[config.mk]
export PLATFORM = sky130hd
export DESIGN_NAME = tmp_port_pins
export DESIGN_NICKNAME = d
export VERILOG_FILES = /design/src/tmp_pins_pkg.sv /design/src/tmp_port_pins.sv
export SDC_FILE = /design/constraint.sdc
export NUM_CORES = 1
export LEC_CHECK = 0
export ABC_CLOCK_PERIOD_IN_PS = 900
export BUFFER_PORTS_ARGS = -buffer_cell sky130_fd_sc_hd__buf_2
export CAP_MARGIN = 10
export CORE_ASPECT_RATIO = 1.1
export CORE_UTILIZATION = 49
export CTS_BUF_LIST = sky130_fd_sc_hd__clkbuf_4
export CTS_CLUSTER_DIAMETER = 200
export DETAILED_ROUTE_END_ITERATION = 8
export PLACE_DENSITY_LB_ADDON = 0.15
export SLEW_MARGIN = 20
export SYNTH_ARGS = -nofsm -noshare
export SYNTH_HDL_FRONTEND = slang
export SYNTH_SLANG_ARGS = --single-unit
export TNS_END_PERCENT = 30
[constraint.sdc]
create_clock -name clk -period 0.9 [get_ports clk]
set_input_delay 0.18 -clock clk [delete_from_list [all_inputs] [get_ports clk]]
set_output_delay 0.18 -clock clk [all_outputs]
set_load 0.005 [all_outputs]
[src/tmp_pins_pkg.sv]
// Package for the port pin block: widths, reset values and carriers
package tmp_pins_pkg;
    // Port widths and synchroniser depth
    localparam int PA_BIDIR_W = 3;
    localparam int PB_W = 8;
    localparam int PD_W = 8;
    localparam int SYNC_STAGES = 2;
    // Bit positions of the bidirectional port A pins inside a 3-bit group
    localparam int PA_BIT0 = 0;
    localparam int PA_BIT1 = 1;
    localparam int PA_BIT3 = 2;
    // Reset values
    localparam logic [7:0] RST_BYTE = 8'h00;
    localparam logic [2:0] RST_TRIO = 3'h0;
    localparam logic RST_BIT = 1'h0;

    // Port A configuration from the core
    typedef struct packed {
        logic ledOn;                   // Sink current on the LED pin
        logic [2:0] dir;               // 1 = output, order pin3, pin1, pin0
        logic [2:0] data;              // Output level
        logic [2:0] pullSel;           // Pull-up selection per bit
    } tmp_porta_cfg_t;

    // Port B configuration from the core
    typedef struct packed {
        logic pullAll;                 // Common pull-up selection
        logic [7:0] altEn;             // Alternate function owns the pin
    } tmp_portb_cfg_t;

    // Port D configuration from the core
    typedef struct packed {
        logic [7:0] dir;               // 1 = output
        logic [7:0] data;              // Output level
        logic [7:0] pullSel;           // Pull-up selection per bit
    } tmp_portd_cfg_t;

    // Drive bundle for a group of pins
    typedef struct packed {
        logic [7:0] out;               // Driven level
        logic [7:0] oe;                // High while driving
        logic [7:0] pullEn;            // Pull-up switched in
    } tmp_pin_drive_t;
endpackage

[src/tmp_port_pins.sv]
// Pin-level logic of the three general-purpose ports
//
// Contract
// - Port A pin 2 output-only LED sink
// - Port A pins 3,1,0 bidirectional, own pull-ups
// - Port B eight inputs, one shared pull-up select
// - Alternate function use disables that pin's pull-up
// - Any reset floats all pins; only the external pin does so clockless
// - Port D eight bidirectional pins, own pull-ups
// - Low external reset pin forces the pin drives into reset asynchronously
`timescale 1ns/10ps
`default_nettype none
module tmp_port_pins
    import tmp_pins_pkg::*;
(
    // Clock, reset, enable
    input wire logic clk,
    input wire logic reset,
    input wire logic clkEn,
    // External active-low reset pin
    input wire logic extResetN,
    // Configuration from the core
    input wire tmp_porta_cfg_t cfgA,
    input wire tmp_portb_cfg_t cfgB,
    input wire tmp_portd_cfg_t cfgD,
    // LED sink pin, output only
    output logic ledSinkOut,
    output logic ledSinkOe,
    // Port A bidirectional pins (pin3, pin1, pin0)
    input wire logic [2:0] portaPinIn,
    output tmp_pin_drive_t portaDrive,
    // Port B input pins
    input wire logic [7:0] inputPortPinsIn,
    output logic [7:0] inputPortPullEn,
    // Port D bidirectional pins
    input wire logic [7:0] bidirPortPinsIn,
    output tmp_pin_drive_t bidirPortDrive,
    // Synchronised pin levels for the core
    output logic [2:0] portaRead,
    output logic [7:0] inputPortRead,
    output logic [7:0] bidirPortRead,
    // Reset seen on the external pin, synchronised
    output logic extResetSeen
);

    // Pull-up gating shared by the two bidirectional ports
    function automatic logic [7:0] pullCalc(input logic [7:0] sel,
                                            input logic [7:0] dir);
        pullCalc = sel & ~dir;
    endfunction

    // Registered pin drives
    logic ledOut_reg;
    logic ledOe_reg;
    tmp_pin_drive_t aDrive_reg;
    logic [7:0] bPull_reg;
    tmp_pin_drive_t dDrive_reg;
    // Synchroniser stages; stage 0 is read only by stage 1
    logic [2:0] aSync0_reg;
    logic [2:0] aSync1_reg;
    logic [7:0] bSync0_reg;
    logic [7:0] bSync1_reg;
    logic [7:0] dSync0_reg;
    logic [7:0] dSync1_reg;
    logic rstSync0_reg;
    logic rstSync1_reg;
    // Next values
    tmp_pin_drive_t aDrive_next;
    tmp_pin_drive_t dDrive_next;
    logic [7:0] bPull_next;

    // Next drive values from the configuration
    always_comb begin
        aDrive_next = '0;
        aDrive_next.out[2:0] = cfgA.data;
        aDrive_next.oe[2:0] = cfgA.dir;
        aDrive_next.pullEn = pullCalc({5'h00, cfgA.pullSel},
                                      {5'h00, cfgA.dir});
        dDrive_next.out = cfgD.data;
        dDrive_next.oe = cfgD.dir;
        dDrive_next.pullEn = pullCalc(cfgD.pullSel, cfgD.dir);
        // Shared selection, but an alternate function wins per pin
        bPull_next = {PB_W{cfgB.pullAll}} & ~cfgB.altEn;
    end

    // Pin drives: the external pin clears them with no clock at all,
    // so a stopped oscillator cannot leave a pin driven during reset
    always_ff @(posedge clk or negedge extResetN) begin
        if (!extResetN) begin
            ledOut_reg <= RST_BIT;
            ledOe_reg <= RST_BIT;
            aDrive_reg <= '0;
            bPull_reg <= RST_BYTE;
            dDrive_reg <= '0;
        end else if (reset) begin
            // Internal reset sources float the pins too
            ledOut_reg <= RST_BIT;
            ledOe_reg <= RST_BIT;
            aDrive_reg <= '0;
            bPull_reg <= RST_BYTE;
            dDrive_reg <= '0;
        end else if (clkEn) begin
            // Sink only: the pin is pulled low when lit, never read
            ledOut_reg <= RST_BIT;
            ledOe_reg <= cfgA.ledOn;
            aDrive_reg <= aDrive_next;
            bPull_reg <= bPull_next;
            dDrive_reg <= dDrive_next;
        end
    end

    // Two-stage synchronisers for pin levels; no LED pin input exists
    always_ff @(posedge clk) begin
        if (reset) begin
            aSync0_reg <= RST_TRIO;
            aSync1_reg <= RST_TRIO;
            bSync0_reg <= RST_BYTE;
            bSync1_reg <= RST_BYTE;
            dSync0_reg <= RST_BYTE;
            dSync1_reg <= RST_BYTE;
        end else if (clkEn) begin
            aSync0_reg <= portaPinIn;
            aSync1_reg <= aSync0_reg;
            bSync0_reg <= inputPortPinsIn;
            bSync1_reg <= bSync0_reg;
            dSync0_reg <= bidirPortPinsIn;
            dSync1_reg <= dSync0_reg;
        end
    end

    // External reset level, synchronised for the core's reset logic
    always_ff @(posedge clk) begin
        if (reset) begin
            rstSync0_reg <= RST_BIT;
            rstSync1_reg <= RST_BIT;
        end else if (clkEn) begin
            rstSync0_reg <= ~extResetN;
            rstSync1_reg <= rstSync0_reg;
        end
    end

    // Outputs come straight from the flip-flops
    assign ledSinkOut = ledOut_reg;
    assign ledSinkOe = ledOe_reg;
    assign portaDrive = aDrive_reg;
    assign inputPortPullEn = bPull_reg;
    assign bidirPortDrive = dDrive_reg;
    assign portaRead = aSync1_reg;
    assign inputPortRead = bSync1_reg;
    assign bidirPortRead = dSync1_reg;
    assign extResetSeen = rstSync1_reg;
endmodule
`default_nettype wire

Yosys cells after proc, flatten, opt, wreduce, memory -nomap -nowiden:

Cells that the tools add are included.

* output and inout bits: 78
* bits of input ports: 66
* register bits: 98

* reductions and logical operators: 1
* multiplexer cells: 10
* bitwise gates (word level): 7

Operators by type and width (count)
* $mux W24: 4
* $and A8 B8 Y8: 2
* $mux W8: 2
* $not A8 Y8: 2
* $and A3 B8 Y8: 1
* $not A3 Y8: 1
* $mux W1: 4
* $reduce_bool A2 Y1: 1
* $not A1 Y1: 1

Longest topological paths before layout:

* word-level depth: 4
* mapped depth: 4
* gate-level depth less buffers: 2

Worst setup path after synthesis:

No wires, ideal clock.

* kind: input port to flip-flop
* start: input port reset
* end: register bPull_reg[4] (netlist: inputPortPullEn[4])
* path slack: -0.058 ns
* arrival time: 0.837 ns
* cell stages on the path: 4
* required time: 0.779 ns
* buffers on the path: 2
* cell sequence: and2b_1 buf_6 buf_8 a32o_2

* cells in the longest elaborated chain, start to end: 1
* elaborated cells between the ends (all ways): 2

RTL lines
* start, declared: RTL line tmp_port_pins.sv:18 `input wire logic reset,`
* $mux W8 / $reduce_bool A2 Y1 (equally long branches)
* end signal, assigned: RTL line tmp_port_pins.sv:107 `bPull_reg <= bPull_next;`
* end, declared: RTL line tmp_port_pins.sv:56 `logic [7:0] bPull_reg;`

Several ways; a longest one is shown, not always the timed one.
A chain may end at the register's enable or synchronous reset.

Worst setup path in the final report:

* start: register dDrive_reg (netlist bit bidirPortDrive[6])
* end: output port bidirPortDrive[6] in the netlist's numbering

RTL lines
* start, declared: RTL line tmp_port_pins.sv:57 `tmp_pin_drive_t dDrive_reg;`
* start signal, assigned: RTL line tmp_port_pins.sv:108 `dDrive_reg <= dDrive_next;`
* end, declared: RTL line tmp_port_pins.sv:37 `output tmp_pin_drive_t bidirPortDrive,`

No word-level cell between the ends.

==> qor.yml <==
ant_nets: 0
worstPathMaxFanout: 2
die_h_um: 88.7
setup_slack_ns: -0.246
path_cells: "buf_2"
syn-mean-instance-area_sq_um: 11.8
yosysSeqAreaShare_pct: 55.3
cts_inserted_buffers: 9
place.gp.congestion: 0.694
dp_cells: 485
nFillCells: 536
first_pass_iters: 4
io_pins: 144
grt_pass1_wl_mm: 10.5
io_buffers: 127
clkSinkCount: 82
synth_ff_type: "dfrtp_1"
synthArstFlopShare_pct: 51.2
cp_top_family: "flip-flops"
rows: 31
clock-root-buffer: "clkbuf_4"
synth_top_area_share_pct: 31.4
start_util_pct: 50.7
grt_overflow: 0
critPathSlowestCell: "dfrtp_1"
crit_type: "flip-flop to output port"
path_buf_inv: 1
grt_start_max_net_pins: 43
syn_to_final_growth_pct: 34.9
p_leak_nw: 2.58
synth_edf_count: 0
crit_arrival_ns: 0.97
via_per_inst: 4.74
yosys-top-cells-count: "62 x mux2i_1, 62 x nor2_1, 42 x dfrtp_1"
die-area_sq_mm: 0.00716
insertion_delay_ns: 0.40
multi_input_area_sq_mm: 0.00116
fmax_ghz: 0.873
max-vdd-ir-drop_uv: 1130
fin_area_sq_mm: 0.00451
clock_skew_ns: 0.0135
tns_ns: -11.45
period_share_pct: 127
drt-total-wl_mm: 7.12
hold_viol: 0
via_count: 2522
fin_crit_ns: 1.15
avgRoutedWirePerCell_um: 13.4
synth_cell_types: 18
startpoint_type: "flip-flop"
fin_cells: 532
yosys_warnings: 0
cts_buffer_depth: 2
clk_pin_slew_ns: 0.13
setup_viol: 64
drive_gt1_share_pct: 46.4
tritoncts: "yes"
fin_nets: 511
antenna_found_initial: 0
yosys_register_bits: 82
grtUsageTotal_pct: 19.4
post_dp_cell_area_sq_mm: 0.00399
min_path_type: "primary input to flip-flop"
status: "finished, violations left"
rsz0062_at_grt: "yes"
p_per_area_mw_per_mm2: 1550
drtIter0Drc: 119
synth.area.top_cells: "dfrtp_1 31%, dfxtp_1 24%, mux2i_1 19%"
end_kind: "output port"
drv_slew: 0
synth_top_cell_by_area: "dfrtp_1"
crit_required_ns: 0.72
hpwl_mm: 4.81
post-route-util_pct: 68.4
violations: "setup timing"
die_x_um: 80.8
ff_latch_area_sq_mm: 0.00188
cap_violations: 0
pre_cts_slack_ns: -0.199
synthCells: 283
htreeDepth: 3
synth_area_sq_mm: 0.00335
diodes: 0
critPathMaxStageDelay_ns: 0.43
grt_pass1_vias: 2427
coreArea_sq_mm: 0.00659
largest_reg_flops: 24
route.detailed.drc: 0
==> cell families after synthesis <==
group	after synthesis	synth area share, %
other	1	0.112
muxes	62	18.5
AOI/OAI and AO/OA	20	6.77
DFF	82	55.3
and+or+nand+nor	65	7.70
buffers and inverters	53	11.5
==> per-stage QoR <==
stage | hold slack, ns | power (mW)
after detailed placement | 0.210 | 4.87
after floorplan | -0.116 | 4.53
final | 0.0187 | 6.99
after global placement | 0.200 | 4.85
after CTS | 0.000251 | 7.00
after global routing | 0.000954 | 7.30
==> what timing repair did <==
item | 4_1_cts | 5_1_grt
pin swaps | 0 | 1
gates cloned | 0 | 0
buffers inserted | 10 | 4
endpoints found under the setup margin | 62 | 62
hold endpoints to repair | 58 | 1
gates resized for setup | 23 | 11
hold buffers | 16 | 1
==> cell usage in the layout, fill, tap and decap left out <==
| cell | Yosys | final |
|---|---|---|
| buf_4 | 16 | 20 |
| buf_12 | 6 | 6 |
| clkbuf_4 | 0 | 10 |
| dfxtp_1 | 40 | 20 |
| and2b_1 | 1 | 1 |
| dfxtp_2 | 0 | 20 |
| clkinv_1 | 0 | 2 |
| a32o_2 | 19 | 19 |
| clkinv_2 | 0 | 1 |
| buf_2 | 2 | 113 |
| bufinv_16 | 0 | 1 |
| dlygate4sd3_1 | 0 | 17 |
| mux2i_1 | 62 | 62 |
| nor2_4 | 1 | 1 |
| nor2_1 | 62 | 62 |
| a211oi_2 | 1 | 1 |
| inv_1 | 19 | 19 |
| conb_1 | 1 | 16 |
| nor2_2 | 1 | 1 |
| buf_6 | 2 | 14 |
| dfrtp_1 | 42 | 42 |
| clkinvlp_4 | 0 | 2 |
==> metal layers <==
layer / GRT usage (%) / share of wire (%) / wire [um]
met1: 22.6 / 42 / 2980
met2: 33.6 / 50 / 3550
met3: 5.05 / 6.6 / 469
met4: 8.93 / 1.7 / 118
met5: 0 / 0 / 0
==> power by group <==
group	switching [mW]	total, mW	internal, mW
sequential	0.0903	3.93	3.84
combinational	0.450	0.995	0.545
clock	1.21	2.07	0.857
total	1.75	6.99	5.24
==> cell type report <==
| class | count | area share [%] |
|---|---|---|
| multi-input combinational | 163 | 25.8 |
| inverter | 19 | 1.58 |
| clock buffer | 10 | 1.66 |
| timing repair buffer | 170 | 25.8 |
| tap | 82 | 2.27 |
| clock inverter | 6 | 1.28 |
| sequential | 82 | 41.6 |
==> worst paths after layout <==
check                             startpoint            endpoint  slack (ns)  depth (start not counted)
setup / recovery           bidirPortDrive[6]   bidirPortDrive[6]       -0.25                          1
max in group asynchronous          extResetN  bidirPortDrive[17]        0.36                          3
setup reg to reg           bidirPortDrive[0]   bidirPortDrive[0]       -0.07                          3
hold reg to reg                dSync0_reg[5]    bidirPortRead[5]        0.50                          2
hold / removal                       cfgA[5]      portaDrive[18]        0.02                          3
min in group asynchronous          extResetN      portaDrive[16]        0.32                          3
Note: power is estimated with default switching activity, not from simulation.
